<file path="config.mk">
export PLATFORM = sky130hd
export DESIGN_NAME = tmo_timer
export DESIGN_NICKNAME = d
export VERILOG_FILES = /design/src/include/tmo_pkg.sv /design/src/include/tmo_psc_if.sv /design/src/hdl/tmo_sync.sv /design/src/hdl/tmo_prescaler.sv /design/src/hdl/tmo_timer.sv
export SDC_FILE = /design/constraint.sdc
export NUM_CORES = 1
export LEC_CHECK = 0
export ABC_CLOCK_PERIOD_IN_PS = 2650
export BUFFER_PORTS_ARGS = -buffer_cell sky130_fd_sc_hd__buf_2
export CAP_MARGIN = 20
export CORE_ASPECT_RATIO = 2
export CORE_MARGIN = 3
export CORE_UTILIZATION = 36
export DETAILED_ROUTE_END_ITERATION = 8
export PLACE_DENSITY_LB_ADDON = 0.15
export SLEW_MARGIN = 25
export SYNTH_ARGS = -nofsm -noshare
export SYNTH_HDL_FRONTEND = slang
export SYNTH_SLANG_ARGS = --single-unit
</file>
<file path="constraint.sdc">
create_clock -name hclk -period 2.65 [get_ports hclk]
set_clock_uncertainty 0.15 [all_clocks]
set_input_delay 0.1325 -clock hclk [delete_from_list [all_inputs] [get_ports hclk]]
set_output_delay 0.1325 -clock hclk [all_outputs]
set_load 0.005 [all_outputs]
</file>
<file path="src/include/tmo_pkg.sv">
// Constants and register map of the sixteen-bit timer/counter
`default_nettype none
package tmo_pkg;
   // ***************************************************
   // Register byte offsets on the bus
   // ***************************************************
   localparam logic [7:0] TMO_CTRL_OFS = 8'h00;
   localparam logic [7:0] TMO_LOW_OFS = 8'h04;
   localparam logic [7:0] TMO_HIGH_OFS = 8'h08;
   localparam logic [7:0] TMO_FLAGS_OFS = 8'h0c;
   localparam logic [7:0] TMO_ENABLES_OFS = 8'h10;
   localparam logic [7:0] TMO_PINS_OFS = 8'h14;
   // ***************************************************
   // Field positions of timer_one_control and the overflow bit
   // ***************************************************
   localparam int TMO_RUN_BIT = 0;
   localparam int TMO_SRC_BIT = 1;
   localparam int TMO_NOSYNC_BIT = 2;
   localparam int TMO_OSC_BIT = 3;
   localparam int TMO_PS_LSB = 4;
   localparam int TMO_WIDE_BIT = 7;
   localparam int TMO_OVF_BIT = 0;
   // ***************************************************
   // Reset values, masks and codes
   // ***************************************************
   localparam logic [7:0] TMO_CTRL_RST = 8'h00;
   localparam logic [7:0] TMO_CTRL_MASK = 8'hbf;
   localparam logic [7:0] TMO_BYTE_RST = 8'h00;
   localparam logic [15:0] TMO_COUNT_RST = 16'h0000;
   localparam logic [15:0] TMO_COUNT_MAX = 16'hffff;
   localparam logic [3:0] TMO_SPECIAL_EVENT_MODE = 4'hb;
   localparam logic [2:0] TMO_PSC_RST = 3'h0;
   localparam logic [31:0] TMO_RDATA_RST = 32'h0000_0000;
endpackage
`default_nettype wire

</file>
<file path="src/include/tmo_psc_if.sv">
// Link between the timer core and its input prescaler
`timescale 1ns/10ps
`default_nettype none
interface tmo_psc_if;
   logic tick_in;
   logic clear;
   logic [1:0] sel;
   logic tick_out;
   // Core side drives the raw ticks and takes the divided ones
   modport core (output tick_in, output clear, output sel, input tick_out);
   // Prescaler side
   modport psc (input tick_in, input clear, input sel, output tick_out);
endinterface
`default_nettype wire

</file>
<file path="src/hdl/tmo_sync.sv">
// Two-stage synchroniser for pin levels
`timescale 1ns/10ps
`default_nettype none
module tmo_sync #(
   parameter int WIDTH = 2
) (
   // Clock and reset
   input wire logic hclk,
   input wire logic hresetn,
   input wire logic ce,
   // Levels
   input wire logic [WIDTH-1:0] async_in,
   output logic [WIDTH-1:0] sync_out
);
   logic [WIDTH-1:0] meta_reg;

   // First stage feeds only the second
   always_ff @(posedge hclk or negedge hresetn) begin
      if (!hresetn) begin
         meta_reg <= '0;
         sync_out <= '0;
      end else if (ce) begin
         meta_reg <= async_in;
         sync_out <= meta_reg;
      end
   end
endmodule
`default_nettype wire

</file>
<file path="src/hdl/tmo_prescaler.sv">
// Input prescaler of the timer, 1:1 to 1:8
`timescale 1ns/10ps
`default_nettype none
module tmo_prescaler
   import tmo_pkg::*;
(
   // Clock and reset
   input wire logic hclk,
   input wire logic hresetn,
   input wire logic ce,
   // Core link
   tmo_psc_if.psc link
);
   logic [2:0] cnt_reg;
   logic [2:0] cnt_next;
   logic [2:0] limit;
   logic at_limit;

   // Terminal count is ratio minus one
   assign limit = 3'((4'h1 << link.sel) - 4'h1);
   assign at_limit = (cnt_reg == limit);
   assign link.tick_out = link.tick_in & at_limit;
   assign cnt_next = link.clear ? TMO_PSC_RST :
                     !link.tick_in ? cnt_reg :
                     at_limit ? TMO_PSC_RST : 3'(cnt_reg + 3'h1);

   // Divider state
   always_ff @(posedge hclk or negedge hresetn) begin
      if (!hresetn) begin
         cnt_reg <= TMO_PSC_RST;
      end else if (ce) begin
         cnt_reg <= cnt_next;
      end
   end
endmodule
`default_nettype wire

</file>
<file path="src/hdl/tmo_timer.sv">
// Sixteen-bit timer/counter with AHB-Lite register access
`timescale 1ns/10ps
`default_nettype none
// Summary of operation
// Counter advances only while timer_run is set.
// wide_access_enable picks one 16-bit access or two 8-bit accesses.
// Prescale codes 11,10,01,00 divide input by 8,4,2,1.
// low_power_osc_enable turns the crystal oscillator on or off.
// External source counts unsynchronised when sync disable is set; the code still counts synchronised edges, but keeps counting in sleep.
// With internal source the sync disable bit is ignored.
// Internal source counts once per instruction cycle.
// External source counts rising edges of pin or oscillator.
// Enabled oscillator makes both pins inputs, direction bits ignored.
// Oscillator keeps running in sleep.
// Software waits for oscillator start-up before relying on it.
// Counter runs 0000h to FFFFh, then wraps to 0000h.
// Every overflow sets and holds overflow_flag.
// Interrupt request only while overflow_irq_enable is set.
// Special event trigger resets counter and starts conversion if enabled.
// Trigger reset never sets overflow_flag.
// Trigger reset needs timer or synchronised counter mode.
// Counter write beats a coinciding trigger reset.
// Wide-mode low byte read copies high byte into buffer.
// Wide-mode low byte write loads high byte from buffer.
// Only low byte writes clear the prescaler.
// External edges pass two synchroniser flops before detection.
module tmo_timer
   import tmo_pkg::*;
(
   // Clock, reset, enable
   input wire logic hclk,
   input wire logic hresetn,
   input wire logic ce,
   // AHB-Lite slave
   input wire logic hsel,
   input wire logic [31:0] haddr,
   input wire logic [1:0] htrans,
   input wire logic hwrite,
   input wire logic [2:0] hsize,
   input wire logic [31:0] hwdata,
   input wire logic hready,
   output logic [31:0] hrdata,
   output logic hreadyout,
   output logic hresp,
   // Oscillator input pin
   input wire logic osc_input_pin_i,
   output logic osc_input_pin_o,
   output logic osc_input_pin_oe_n,
   // Oscillator output and external count clock pin
   input wire logic osc_output_pin_i,
   output logic osc_output_pin_o,
   output logic osc_output_pin_oe_n,
   // Port latch and direction for the two pins
   input wire logic [1:0] port_c_direction,
   input wire logic [1:0] port_c_data,
   // Oscillator amplifier
   output logic osc_amp_enable,
   // System side
   input wire logic sleep_mode,
   input wire logic cmp_trigger,
   input wire logic [3:0] compare_unit_mode,
   input wire logic adc_enable,
   output logic adc_start,
   output logic irq_request
);
   // ***************************************************
   // Declarations
   // ***************************************************
   tmo_psc_if psc_link ();
   // Registers and their next values
   logic [7:0] ctrl_reg;
   logic [15:0] count_reg;
   logic [15:0] count_next;
   logic [7:0] high_buf_reg;
   logic [7:0] high_buf_next;
   logic flag_reg;
   logic flag_next;
   logic irq_en_reg;
   logic irq_reg;
   logic adc_start_reg;
   logic ext_prev_reg;
   logic dp_valid_reg;
   logic dp_write_reg;
   logic [7:0] dp_addr_reg;
   logic rd_done_reg;
   logic [31:0] rdata_reg;
   // Synchronised pins and control decode
   logic [1:0] pin_sync;
   logic run;
   logic src_ext;
   logic no_sync;
   logic osc_en;
   logic wide;
   logic async_mode;
   logic frozen;
   logic ext_edge;
   logic src_tick;
   logic inc;
   logic trig_hit;
   logic ovf;
   // Bus decode
   logic ap_take;
   logic wr_fire;
   logic rd_fire;
   logic sel_ctrl;
   logic sel_low;
   logic sel_high;
   logic sel_flags;
   logic sel_en;
   logic sel_pins;
   logic wr_ctrl;
   logic wr_low;
   logic wr_high;
   logic wr_flags;
   logic wr_en;
   logic rd_low;
   logic any_count_wr;
   logic [7:0] high_view;
   logic [31:0] rd_val;

   // ***************************************************
   // Helpers
   // ***************************************************
   // Word offset match on the latched data-phase address
   function automatic logic ofs_hit(input logic [7:0] addr, input logic [7:0] ofs);
      return (addr == ofs);
   endfunction

   // ***************************************************
   // Control fields
   // ***************************************************
   // Field picks from timer_one_control
   assign run = ctrl_reg[TMO_RUN_BIT];
   assign src_ext = ctrl_reg[TMO_SRC_BIT];
   assign no_sync = ctrl_reg[TMO_NOSYNC_BIT];
   assign osc_en = ctrl_reg[TMO_OSC_BIT];
   assign wide = ctrl_reg[TMO_WIDE_BIT];
   assign async_mode = src_ext & no_sync;

   // ***************************************************
   // Pins and oscillator
   // ***************************************************
   // Pin levels into the clock domain
   tmo_sync #(
      .WIDTH(2)
   ) u_pin_sync (
      .hclk(hclk),
      .hresetn(hresetn),
      .ce(ce),
      .async_in({osc_input_pin_i, osc_output_pin_i}),
      .sync_out(pin_sync)
   );

   // Pins released while the oscillator owns them
   assign osc_output_pin_oe_n = osc_en | port_c_direction[0];
   assign osc_input_pin_oe_n = osc_en | port_c_direction[1];
   assign osc_output_pin_o = port_c_data[0];
   assign osc_input_pin_o = port_c_data[1];
   // Amplifier follows the enable bit only, sleep does not stop it
   assign osc_amp_enable = osc_en;

   // ***************************************************
   // Count source selection
   // ***************************************************
   // Rising edge of the synchronised count pin
   // Edge flop resets low like the idle pin: no false count after reset
   assign ext_edge = pin_sync[0] & ~ext_prev_reg;
   // Instruction clock stops in sleep, unsynchronised counting goes on
   assign frozen = sleep_mode & ~async_mode;
   assign src_tick = src_ext ? ext_edge : 1'b1;
   assign psc_link.tick_in = run & ~frozen & src_tick;
   assign psc_link.sel = ctrl_reg[TMO_PS_LSB+1:TMO_PS_LSB];
   assign psc_link.clear = wr_low;

   // Divide the raw ticks
   tmo_prescaler u_psc (
      .hclk(hclk),
      .hresetn(hresetn),
      .ce(ce),
      .link(psc_link)
   );

   assign inc = psc_link.tick_out;

   // ***************************************************
   // Bus decode
   // ***************************************************
   // Address phase taken while the bus is ready
   assign ap_take = hsel & hready & htrans[1];
   assign wr_fire = ce & dp_valid_reg & dp_write_reg;
   assign rd_fire = ce & dp_valid_reg & ~dp_write_reg & ~rd_done_reg;
   assign sel_ctrl = ofs_hit(dp_addr_reg, TMO_CTRL_OFS);
   assign sel_low = ofs_hit(dp_addr_reg, TMO_LOW_OFS);
   assign sel_high = ofs_hit(dp_addr_reg, TMO_HIGH_OFS);
   assign sel_flags = ofs_hit(dp_addr_reg, TMO_FLAGS_OFS);
   assign sel_en = ofs_hit(dp_addr_reg, TMO_ENABLES_OFS);
   assign sel_pins = ofs_hit(dp_addr_reg, TMO_PINS_OFS);
   assign wr_ctrl = wr_fire & sel_ctrl;
   assign wr_low = wr_fire & sel_low;
   assign wr_high = wr_fire & sel_high;
   assign wr_flags = wr_fire & sel_flags;
   assign wr_en = wr_fire & sel_en;
   assign rd_low = rd_fire & sel_low;
   // Reads stall one cycle so a preceding write is already visible
   assign hreadyout = ce & ~(dp_valid_reg & ~dp_write_reg & ~rd_done_reg);
   assign hresp = 1'b0;
   assign hrdata = rdata_reg;

   // ***************************************************
   // Read data
   // ***************************************************
   // High byte goes through the buffer in wide mode
   assign high_view = wide ? high_buf_reg : count_reg[15:8];
   assign rd_val = sel_ctrl ? {24'h0, ctrl_reg & TMO_CTRL_MASK} :
                   sel_low ? {24'h0, count_reg[7:0]} :
                   sel_high ? {24'h0, high_view} :
                   sel_flags ? {31'h0, flag_reg} :
                   sel_en ? {31'h0, irq_en_reg} :
                   sel_pins ? {30'h0, pin_sync[1], pin_sync[0]} :
                   TMO_RDATA_RST;

   // ***************************************************
   // Counter and buffer
   // ***************************************************
   // Compare unit reset is refused in unsynchronised mode
   // since unsynchronised edges could race the reset
   assign trig_hit = cmp_trigger & (compare_unit_mode == TMO_SPECIAL_EVENT_MODE)
                     & ~async_mode;
   // Any write that lands in the counting register itself
   assign any_count_wr = wr_low | (wr_high & ~wide);
   // Wrap from the top value; trigger and writes never count as overflow
   assign ovf = inc & (count_reg == TMO_COUNT_MAX) & ~any_count_wr
                & ~trig_hit;

   // Write first, then trigger reset, then increment
   // A counter write also blocks the increment of that cycle
   always_comb begin
      count_next = count_reg;
      if (wr_low) begin
         count_next[7:0] = hwdata[7:0];
         if (wide) begin
            count_next[15:8] = high_buf_reg;
         end
      end else if (wr_high & ~wide) begin
         count_next[15:8] = hwdata[7:0];
      end else if (trig_hit) begin
         count_next = TMO_COUNT_RST;
      end else if (inc) begin
         count_next = 16'(count_reg + 16'h1);
      end
   end

   // Buffer loads on wide reads of the low byte or wide writes of itself
   assign high_buf_next = (rd_low & wide) ? count_reg[15:8] :
                          (wr_high & wide) ? hwdata[7:0] : high_buf_reg;

   // Overflow flag: software may clear, a new overflow wins
   // so an overflow in the clearing cycle is never lost
   assign flag_next = (wr_flags ? hwdata[TMO_OVF_BIT] : flag_reg) | ovf;

   // ***************************************************
   // Registers
   // ***************************************************
   // Timer state
   always_ff @(posedge hclk or negedge hresetn) begin
      if (!hresetn) begin
         count_reg <= TMO_COUNT_RST;
         high_buf_reg <= TMO_BYTE_RST;
         flag_reg <= 1'b0;
         ext_prev_reg <= 1'b0;
      end else if (ce) begin
         count_reg <= count_next;
         high_buf_reg <= high_buf_next;
         flag_reg <= flag_next;
         ext_prev_reg <= pin_sync[0];
      end
   end

   // Software settings
   always_ff @(posedge hclk or negedge hresetn) begin
      if (!hresetn) begin
         ctrl_reg <= TMO_CTRL_RST;
         irq_en_reg <= 1'b0;
      end else if (ce) begin
         if (wr_ctrl) begin
            ctrl_reg <= hwdata[7:0] & TMO_CTRL_MASK;
         end
         if (wr_en) begin
            irq_en_reg <= hwdata[TMO_OVF_BIT];
         end
      end
   end

   // Interrupt request and conversion start
   // Request follows the flag on the same edge
   always_ff @(posedge hclk or negedge hresetn) begin
      if (!hresetn) begin
         irq_reg <= 1'b0;
         adc_start_reg <= 1'b0;
      end else if (ce) begin
         irq_reg <= flag_next & irq_en_reg;
         adc_start_reg <= trig_hit & adc_enable;
      end
   end

   assign irq_request = irq_reg;
   assign adc_start = adc_start_reg;

   // Bus phase tracking
   // Address kept as a word offset; upper address bits alias
   always_ff @(posedge hclk or negedge hresetn) begin
      if (!hresetn) begin
         dp_valid_reg <= 1'b0;
         dp_write_reg <= 1'b0;
         dp_addr_reg <= TMO_BYTE_RST;
         rd_done_reg <= 1'b0;
      end else if (ce) begin
         if (hready) begin
            dp_valid_reg <= ap_take;
            dp_write_reg <= hwrite;
            dp_addr_reg <= {haddr[7:2], 2'b00};
            rd_done_reg <= 1'b0;
         end else if (rd_fire) begin
            rd_done_reg <= 1'b1;
         end
      end
   end

   // Read data captured in the stall cycle
   // Captured once per read; hrdata then stands until the next read
   always_ff @(posedge hclk or negedge hresetn) begin
      if (!hresetn) begin
         rdata_reg <= TMO_RDATA_RST;
      end else if (rd_fire) begin
         rdata_reg <= rd_val;
      end
   end

   // Bus size is not checked: every access acts on the whole word
   logic unused_ok;
   assign unused_ok = ^{hsize, haddr[31:8], haddr[1:0]};
endmodule
`default_nettype wire

</file>
* Word-level counts from Yosys, hierarchy flattened
Cells that the tools add are included.
Storage, ports and cells: register bits after elaboration 84, output and inout bits 41, word-level logic and storage cells 109
Operators by class: add/subtract/negate cells 3, equality and inequality tests 9, shift operators 1, mux-type cells 21, bitwise gates (word level) 44, reductions and logical operators 14
Operators by type and width (number):
- 8-bit two-way mux | 8
- 16-bit two-way mux | 3
- 1-bit bitwise AND | 31
- 16-bit by 1-bit adder with 16-bit output, second input constant | 1
- 16-bit == test, second input constant | 1
- 2-bit AND reduction | 7
- 6-bit by 2-bit == test with 1-bit output, second input constant | 2
- 6-bit by 3-bit == test with 1-bit output, second input constant | 2
- 3-bit two-way mux | 3
- 1-bit inverter | 9
- 8-bit logical NOT | 1
- 6-bit by 1-bit == test with 1-bit output, second input constant | 1
- 2-bit two-way mux | 3
- 2-bit nonzero test | 3
- 4-bit == test, second input constant | 1
- 1-bit two-way mux | 4
- 1-bit OR | 4
- 4-bit nonzero test | 1
- 3-bit by 1-bit adder with 3-bit output, second input constant | 1
- 3-bit == test | 1
- 3-bit AND reduction | 1
- 3-bit nonzero test | 1
- 1-bit by 2-bit left shift with 3-bit output, first input constant | 1
- 3-bit by 1-bit subtractor with 3-bit output, second input constant | 1
- 2-bit by 1-bit != test with 1-bit output, second input constant | 1

* Longest topological paths before layout
Gate-level depths: netlist of the first run.
depth in word-level cells 12, mapped depth 7, gate-level depth less buffers 6

* By module
From an unflattened synthesis of the first run, not the netlist that was laid out.
Second synthesis, totals: cell total of the unflattened synthesis 389, area total of the unflattened synthesis 3701.0 um^2
By module, submodules not included:
- tmo_timer | instances 1, cells an instance 351, area an instance 3290.7 um^2, seq. area each 1326.3 um^2
- tmo_prescaler | instances 1, cells an instance 30, area an instance 265.3 um^2, seq. area each 75.1 um^2
- tmo_sync | instances 1, cells an instance 8, area an instance 145.1 um^2, seq. area each 100.1 um^2

* Worst setup path after synthesis of the first run
Ideal clock, no wire load.
path type register to register, from reg ctrl_reg[4], to reg count_reg[12], library setup time 0.069 ns, arrival time 1.895 ns, data required time 2.431 ns, path slack 0.537 ns, stages on the path, launching flop included 6, buffers on the path 0, cell sequence dfrtp_1 -> or2_1 -> a2111oi_4 -> o21ai_4 -> or4_1 -> nand3_1
On the way: cells in the longest elaborated chain, start to end 6
RTL lines:
- start: declaration | RTL line tmo_timer.sv:71 | logic [7:0] ctrl_reg;
- start signal: assignment | RTL line tmo_timer.sv:286 | ctrl_reg <= hwdata[7:0] & TMO_CTRL_MASK;
- 1-bit by 2-bit left shift with 3-bit output | RTL line tmo_prescaler.sv:20 | assign limit = 3'((4'h1 << link.sel) - 4'h1);
- 3-bit by 1-bit subtractor with 3-bit output | RTL line tmo_prescaler.sv:20
- 3-bit == test | RTL line tmo_prescaler.sv:21 | assign at_limit = (cnt_reg == limit);
- 1-bit bitwise AND | RTL line tmo_prescaler.sv:22 | assign link.tick_out = link.tick_in & at_limit;
- 4-bit nonzero test (no line)
- 2-bit AND reduction (no line)
- end signal: assignment | RTL line tmo_timer.sv:272 | count_reg <= count_next;
- end: declaration | RTL line tmo_timer.sv:72 | logic [15:0] count_reg;
Every way passes these cells. A chain may end at the register's enable or synchronous reset.

* Worst setup path after layout of the first run
from reg ctrl_reg[4], to reg count_reg[15]
Same word-level chain as after synthesis.

==> results of run 1 <==
## through the flow
| step | power [mW] | setup WS [ps] | instances |
|---|---|---|---|
| 2_1_floorplan | 1.75 | 537 | 438 |
| 3_3_place_gp | 2.01 | 299 | 593 |
| 3_5_place_dp | 2.03 | 299 | 593 |
| 4_1_cts | 3.25 | 287 | 624 |
| 5_1_grt | 3.40 | 128 | 624 |
| 6_report | 3.24 | 258 | 624 |
## cell usage in the layout (no fill, tap or decap), types with 3 or more instances in the layout
master         count
dfrtp_1           60
buf_2             45
nor2_1            38
nand2_1           35
a21oi_1           29
conb_1            25
mux2_2            21
nand3_1           21
o21ai_0           20
dlygate4sd3_1     16
buf_4             16
inv_1             12
a2bb2oi_1         10
o22ai_1            9
clkbuf_16          9
nor3_1             8
mux2i_1            8
and3_1             7
o31ai_1            7
nor4_1             6
nand2b_1           5
a211oi_1           5
nand4_1            4
o211ai_1           4
a31oi_1            4
o21a_1             3
a41oi_1            3
a22oi_1            3
o221ai_1           3
## power groups by stage
stage | Clock (mW) | Combinational (mW) | Sequential (mW)
final | 1.20 | 0.802 | 1.24
after global routing | 1.26 | 0.883 | 1.26
after CTS | 1.21 | 0.800 | 1.24
after detailed placement | 0 | 0.781 | 1.25
after global placement | 0 | 0.766 | 1.25
after floorplan | 0 | 0.572 | 1.18
## cell families (layout without fill, tap and decap cells)
| logic type | count (synthesis) | after routing |
|---|---|---|
| flip-flops | 60 | 60 |
| buffers and inverters | 55 | 106 |
| AO/OA/AOI/OAI | 120 | 120 |
| multiplexers | 29 | 29 |
| other | 1 | 25 |
| XOR/XNOR | 3 | 3 |
| adder cells (fa/ha/maj) | 2 | 2 |
| AND/OR/NAND/NOR | 144 | 144 |
## critical path: cells and delay by family (launching register included)
kind             cells  cell delay, ps
AND/OR/NAND/NOR      2             660
flip-flops           1             420
AO/OA/AOI/OAI        3            1020
## worst paths after layout
check / end / slack [ps] / start
max reg2reg: count_reg[15]$_DFFE_PN0P_ / 260 / ctrl_reg[4]$_DFFE_PN0P_
max in group asynchronous: u_pin_sync.sync_out[1]$_DFFE_PN0P_ / 1480 / hresetn
min: high_buf_reg[4]$_DFFE_PN0P_ / 2 / hwdata[4]
max: count_reg[15]$_DFFE_PN0P_ / 260 / ctrl_reg[4]$_DFFE_PN0P_
min reg2reg: hrdata[2]$_DFFE_PN0P_ / 320 / hrdata[2]$_DFFE_PN0P_
min in group asynchronous: high_buf_reg[1]$_DFFE_PN0P_ / 240 / hresetn
## final cells by class
class / instances / share of cell area, %
multi-input cells: 323 / 44.4
flip-flops and latches: 60 / 32.6
repair buffers: 79 / 11.8
clock buffers: 11 / 5.48
well taps: 135 / 3.66
clock inverters: 4 / 1.06
inverters: 12 / 0.977
## routing by layer
metal  vias up  part of all wire (%)
li1       1637                     -
met1      1689                    35
met2       160                    53
met3        46                   5.4
met4         0                   6.7
met5         -                     0
==> impl_metrics.yaml, run 1 <==
layout:
  insertedDiodeCount: 0
  area_delta_synth_final_pct: 22.3
  largest_reg_flops: 16
  fillCellCount: 1037
  utilization_pct: 45.4
  seqCellArea_um2: 1500
  nets: 575
  fin_area_um2: 4610
  layout-drive-gt1-share_pct: 22.5
  multiInputGateArea_um2: 2050
routing:
  vias: 3532
  wl_mm: 12.3
  viasPerCell: 5.66
  drtIter0Drc: 232
  route.detailed.drc: 0
  drtAntennaViolNets: 0
  firstDrtPassIters: 5
  wire_per_inst_um: 19.7
setup_path:
  startpoint_type: "flip-flop"
  critPathMaxStageDelay_ps: 550
  crit_slowest_cell: "a2111oi_4"
  worstSetupEndpointType: "flip-flop"
  criticalPathCategory: "flip-flop to flip-flop"
  required_ps: 2710
  crit_chain: "or2_1, a2111oi_4, o21ai_1, nor4b_1, a211oi_1"
  ff2ff_path_depth: 5
  critical_path_peak_fanout: 9
  cp.arrival_ps: 2450
logic_synthesis:
  synth_ff_type: "dfrtp_1"
  yosys-top-cells-area: "dfrtp_1 40%, mux2_2 6.3%, buf_4 5.4%, a21oi_1 3.8%, nor2_1 3.8%"
  synth.cell_area_um2: 3770
  synth-seq-cells: 60
  synth_top_cell_area_share_pct: 39.8
  synth.distinct_cells: 64
  synth_seq_area_share_pct: 39.8
  async_flop_share_pct: 100
  synth_edf_count: 0
  yosys.area.top_type: "dfrtp_1"
  yosysMostFrequentCell: "dfrtp_1"
  synthTopCellsByCount: "60 x dfrtp_1, 38 x nor2_1, 35 x nand2_1"
  yosys.area_share.adder_pct: 0.664
  synth_compound_area_share_pct: 22.3
  synth_xor_area_share_pct: 0.697
  synth_warnings: 0
  synthMuxAreaShare_pct: 8.39
  synth_top_family_by_area: "compound AO/OA/AOI/OAI gates"
  synth-simple-area-share_pct: 19.8
  syn_area_per_cell_um2: 9.11
  syn_inst: 414
global_routing:
  grt_pass1_wl_mm: 19.2
  grt_overflow_total: 0
  grt_max_degree: 33
  grt.busiest_layer: "met2"
  track_usage_pct: 21.9
  use_met1_pct: 23.0
  gr-usage-met2_pct: 38.6
  grt_pass1_vias: 3476
  antenna_found_initial: 0
  grt_use_met3_pct: 4.43
power_and_ir_drop:
  p_seq_share_pct: 38.3
  p_leak_nw: 2.05
  p_int_mw: 2.17
  switchingPower_mw: 1.07
  peakVddDrop_mv: 0.370
  power_frac_comb_pct: 24.7
  p_clk_share_pct: 37.0
  switching_share_pct: 33.0
  powerDensity_nw_per_um2: 703
die:
  start_util_pct: 37.2
  fp.coreArea_um2: 10100
  design.die.area_um2: 11800
  die_w_um: 78.4
  num_io_pins: 129
  rows: 52
  die_h_um: 151
clocking:
  clk_latency_ps: 340
  htree_levels: 3
  post_cts_resized: 0
  cts_buffer_depth: 2
  path_clk_slew_ps: 60
  postCtsSetupBuffers: 0
  cts_buffers: 9
  cts_tree: "built"
  clock_sinks: 60
  cts_root_buffer: "clkbuf_16"
  cts-hold-fix-buffers: 16
sta:
  slew-limit-headroom_pct: 51.1
  tightest_slew_ps: 733
  grt_setup_unrepaired: "no"
  fin_setup_tns_ps: 0
  fin_crit_sh_pct: 90.3
  holdWs_ps: 2.32
  slew_viol_final: 0
  max_freq_ghz: 0.418
  finalHoldViolations: 0
  setup_viol: 0
  fin_crit_ps: 2390
placement:
  placed_area_um2: 4150
  gp_congestion: 0.905
  portBuffers: 45
  dpl.hpwl_mm: 9.33
outcome:
  status: "finished, final reports clean"
worst_hold_path:
  worst_hold_path.num_cells: 3
  hp-class: "primary input to flip-flop"
flow_run:
  cap_violations: 0
Note: power is estimated with default switching activity, not from simulation.
==> inputs of run 2 (changes only) <==
Settings changed: HOLD_SLACK_MARGIN from default to 0.03, PLACE_DENSITY from default to 0.67, PLACE_DENSITY_LB_ADDON 0.15 to default.
==> run 2 against run 1 <==
  * Worst hold slack improved by 110 ps
  * Largest power group is now the clock network
  * Sequential share of layout area is 0.37 points lower
  * Sequential cell count unchanged
  * Combinational power decreased by 2%
  * Critical endpoint unchanged
  * First-iteration DRC count is 4.7% higher
  * Fmax fell by 0.96%
  * Die area is the same
  * Critical path type unchanged
  * Non-clock buffer count is 4 higher
  * Sequential power barely moved
==> impl_metrics.yaml, run 2 (synthesized netlist as in run 1, its figures left out) <==
routing:
  drtAntennaViolNets: 0
  drtIter0Drc: 243
  highest_layer: "met4"
  dr_wl_met3_um: 580
  wl_met1_mm: 4.27
  vias: 3580
  route.detailed.drc: 0
  firstDrtPassIters: 6
  viasPerCell: 5.69
  wl_met2_mm: 6.60
  wire_per_inst_um: 19.2
  wl_mm: 12.1
global_routing:
  track_usage_pct: 21.6
  grt_pass1_vias: 3556
  grt_pass1_wl_mm: 19.0
  grt_overflow_total: 0
  antenna_found_initial: 0
  grt_max_degree: 32
clocking:
  clk_latency_ps: 340
  postCtsSetupBuffers: 0
  cts_buffers: 9
  cts_tree: "built"
  cts_buffer_depth: 2
  clock_sinks: 60
  cts-hold-fix-buffers: 23
  path_clk_slew_ps: 50
  htree_levels: 3
  cts_root_buffer: "clkbuf_16"
  post_cts_resized: 0
power_and_ir_drop:
  powerDensity_nw_per_um2: 710
  p_leak_nw: 2.06
  peakVddDrop_mv: 0.312
setup_path:
  r2r_slack_ps: 230
  critPathMaxStageDelay_ps: 580
  crit_chain: "or2_1, a2111oi_4, o21ai_1, nor4b_1, a211oi_1"
  criticalPathCategory: "flip-flop to flip-flop"
  critPathTopFamily: "compound AO/OA/AOI/OAI gates"
  crit_slowest_cell: "a2111oi_4"
  crit_buf_inv: 0
  critical_path_peak_fanout: 9
  required_ps: 2710
  startpoint_type: "flip-flop"
  cp.arrival_ps: 2480
  worstSetupEndpointType: "flip-flop"
layout:
  insertedDiodeCount: 0
  area_delta_synth_final_pct: 23.7
  stdcell_count: 629
  layout_commonest_cell: "dfrtp_1"
  nets: 579
  largest_reg_flops: 16
  layout_common_cells: "60 x dfrtp_1, 45 x buf_2, 38 x nor2_1, 35 x nand2_1, 29 x a21oi_1"
  layout-drive-gt1-share_pct: 21.5
die:
  num_io_pins: 129
  die_h_um: 151
  design.die.area_um2: 11800
  rows: 52
  die_w_um: 78.4
  start_util_pct: 37.2
  fp.coreArea_um2: 10100
sta:
  tightest_slew_ps: 749
  fin_setup_tns_ps: 0
  grt_setup_unrepaired: "no"
  slew-limit-headroom_pct: 50.1
  fin_crit_ps: 2420
  max_freq_ghz: 0.414
  holdWs_ps: 115
  fin_crit_sh_pct: 91.1
  setup_viol: 0
  slew_viol_final: 0
  finalHoldViolations: 0
flow_run:
  cap_violations: 0
outcome:
  status: "finished, final reports clean"
worst_hold_path:
  hp-class: "primary input to primary output"
placement:
  dpl.hpwl_mm: 9.08
  portBuffers: 45
  gp_congestion: 0.979
  dp_cells: 590
run 2: cell type report:
cell class	count	area, um2
multi-input cells	323	2050
well taps	135	169
fillers	1003	5490
clock inverters	4	72.6
clock buffers	12	246
flip-flops and latches	60	1500
inverters	12	45.0
repair buffers	83	581
run 2: final timing paths:
path / depth (start not counted) / start / endpoint
hold reg to reg: 2 / hrdata[6]$_DFFE_PN0P_ / hrdata[6]$_DFFE_PN0P_
setup reg to reg: 5 / u_psc.cnt_reg[0]$_DFFE_PN0P_ / count_reg[15]$_DFFE_PN0P_
setup / recovery: 5 / u_psc.cnt_reg[0]$_DFFE_PN0P_ / count_reg[15]$_DFFE_PN0P_
hold / removal: 0 / port_c_data[1] / osc_input_pin_o
min in group asynchronous: 2 / hresetn / count_reg[7]$_DFFE_PN0P_
max in group asynchronous: 3 / hresetn / u_pin_sync.meta_reg[0]$_DFFE_PN0P_
run 2: per-stage QoR:
stage / setup WS (ps) / power, mW / instance area (um2) / utilization (%)
global route: 99.8 / 3.45 / 4660 / 45.9
global placement: 327 / 1.98 / 4110 / 40.5
floorplan: 537 / 1.75 / 3860 / -
finish: 235 / 3.31 / 4660 / 45.9
detailed placement: 246 / 2.01 / 4110 / 40.5
CTS: 235 / 3.30 / 4660 / 45.9
run 2: routing by layer:
metal,vias to the layer above,track usage (%)
met1,1731,20.9
met2,160,40.1
met3,41,4.01
met4,0,15.6
li1,1648,-
met5,-,0
run 2: power by group:
group | internal [mW] | switching, mW | leakage, nW
Combinational | 0.348 | 0.441 | 1.14
Clock | 0.847 | 0.428 | 0.153
Sequential | 1.05 | 0.203 | 0.769
Total | 2.24 | 1.07 | 2.06
==> inputs of run 3 (changes only) <==
Settings changed: CORE_MARGIN 3 to 2.
==> run 3 against run 2 <==
  * Core utilization shrank 0.35 points
  * Sequential power is essentially flat
  * Sequential cell count is the same
  * Final cell count shrank 0.32%
  * Setup slack lost 40 ps
  * Worst hold slack lost 96 ps
  * First-iteration DRC count grew 21%
  * Clock power is essentially flat
==> impl_metrics.yaml, run 3 (synthesized netlist as in run 1, its figures left out) <==
layout:
  nets: 577
  layout_commonest_cell: "dfrtp_1"
  largest_reg_flops: 16
  layout_common_cells: "60 x dfrtp_1, 45 x buf_2, 38 x nor2_1, 35 x nand2_1, 29 x a21oi_1"
  layout-drive-gt1-share_pct: 21.7
  insertedDiodeCount: 0
  area_delta_synth_final_pct: 22.7
clocking:
  post_cts_resized: 0
  cts_tree: "built"
  cts_buffer_depth: 2
  clk_latency_ps: 340
  clock_sinks: 60
  postCtsSetupBuffers: 0
  cts_root_buffer: "clkbuf_16"
  path_clk_slew_ps: 50
  cts_buffers: 9
  htree_levels: 3
  cts-hold-fix-buffers: 20
setup_path:
  criticalPathCategory: "flip-flop to flip-flop"
  crit_chain: "or2_1, a2111oi_4, o21ai_1, nor4b_1, a211oi_1"
  crit_path_start: "ctrl_reg[4]$_DFFE_PN0P_"
  critPathMaxStageDelay_ps: 590
  r2r_slack_ps: 190
  worstSetupEndpointType: "flip-flop"
  ff2ff_path_depth: 5
  r2r-end: "count_reg[15]$_DFFE_PN0P_"
  crit_slowest_cell: "a2111oi_4"
  required_ps: 2710
  critical_path_peak_fanout: 9
  r2r-start: "ctrl_reg[4]$_DFFE_PN0P_"
  cp.arrival_ps: 2520
  startpoint_type: "flip-flop"
routing:
  drtAntennaViolNets: 0
  route.detailed.drc: 0
  firstDrtPassIters: 5
  wl_mm: 11.7
  viasPerCell: 5.63
  drtIter0Drc: 294
  vias: 3527
  wire_per_inst_um: 18.7
die:
  num_io_pins: 129
  start_util_pct: 37.2
  die_w_um: 76.4
  die_h_um: 149
  design.die.area_um2: 11400
  fp.coreArea_um2: 10100
  rows: 52
sta:
  worst_slack_ps: 195
  slew_viol_final: 0
  tightest_slew_ps: 717
  fin_crit_sh_pct: 92.7
  max_freq_ghz: 0.407
  slew-limit-headroom_pct: 51.9
  fin_setup_tns_ps: 0
  setup_viol: 0
  fin_crit_ps: 2460
  finalHoldViolations: 0
  grt_setup_unrepaired: "no"
global_routing:
  grt_pass1_vias: 3656
  grt_pass1_wl_mm: 18.7
  grt_overflow_total: 0
  track_usage_pct: 21.7
  antenna_found_initial: 0
  grt_max_degree: 26
power_and_ir_drop:
  peakVddDrop_mv: 0.370
  powerDensity_nw_per_um2: 714
  total_power_mw: 3.30
  p_leak_nw: 2.05
placement:
  dpl.hpwl_mm: 9.04
  gp_congestion: 0.964
  portBuffers: 45
  place_ws_ps: 237
outcome:
  status: "finished, final reports clean"
flow_run:
  cap_violations: 0
worst_hold_path:
  worst_hold_path.num_cells: 3
  holdPathEnd: "adc_start$_DFFE_PN0P_"
  min_from: "ce"
  hp-class: "primary input to flip-flop"
[run 3: critical path: cells and delay by family (launching register included)]
| kind | cells | cell delay [ps] |
|---|---|---|
| AOI/OAI and AO/OA | 3 | 1090 |
| and+or+nand+nor | 2 | 670 |
| DFF | 1 | 430 |
[run 3: metal layers]
metal | part of all wire [%] | vias to the layer above | track usage [%]
li1 | - | 1648 | -
met1 | 34 | 1654 | 20.3
met2 | 53 | 161 | 39.1
met3 | 4.9 | 64 | 3.45
met4 | 8.3 | 0 | 20.6
met5 | 0 | - | 0
[run 3: worst max-delay path by stage]
stage                                           end  cells past startpoint
after CTS                 count_reg[15]$_DFFE_PN0P_                      5
after global routing      count_reg[15]$_DFFE_PN0P_                      5
final                     count_reg[15]$_DFFE_PN0P_                      5
after detailed placement  count_reg[15]$_DFFE_PN0P_                      5
after global placement     count_reg[3]$_DFFE_PN0P_                      6
after floorplan           count_reg[12]$_DFFE_PN0P_                      5
[run 3: layout make-up]
| class | instances | area (um2) |
|---|---|---|
| fill | 982 | 5520 |
| multi-input combinational | 323 | 2050 |
| sequential | 60 | 1500 |
| timing repair buffer | 81 | 546 |
| clock buffer | 12 | 246 |
| tap | 135 | 169 |
| clock inverter | 4 | 72.6 |
| inverter | 12 | 45.0 |
[run 3: power breakdown]
| part | internal [mW] | switching, mW |
|---|---|---|
| Combinational | 0.348 | 0.440 |
| Clock | 0.847 | 0.419 |
| Sequential | 1.05 | 0.203 |
| Total | 2.24 | 1.06 |
[run 3: stage by stage]
| stage | area, um2 | std cells | hold slack [ps] | util [%] |
|---|---|---|---|---|
| finish | 4630 | 627 | 19.1 | 45.6 |
| global route | 4630 | 627 | 42.0 | 45.6 |
| CTS | 4630 | 627 | 31.8 | 45.6 |
| detailed placement | 4110 | 591 | 29.5 | 40.5 |
| global placement | 4110 | 591 | 23.3 | 40.5 |
| floorplan | 3860 | 438 | -313 | - |
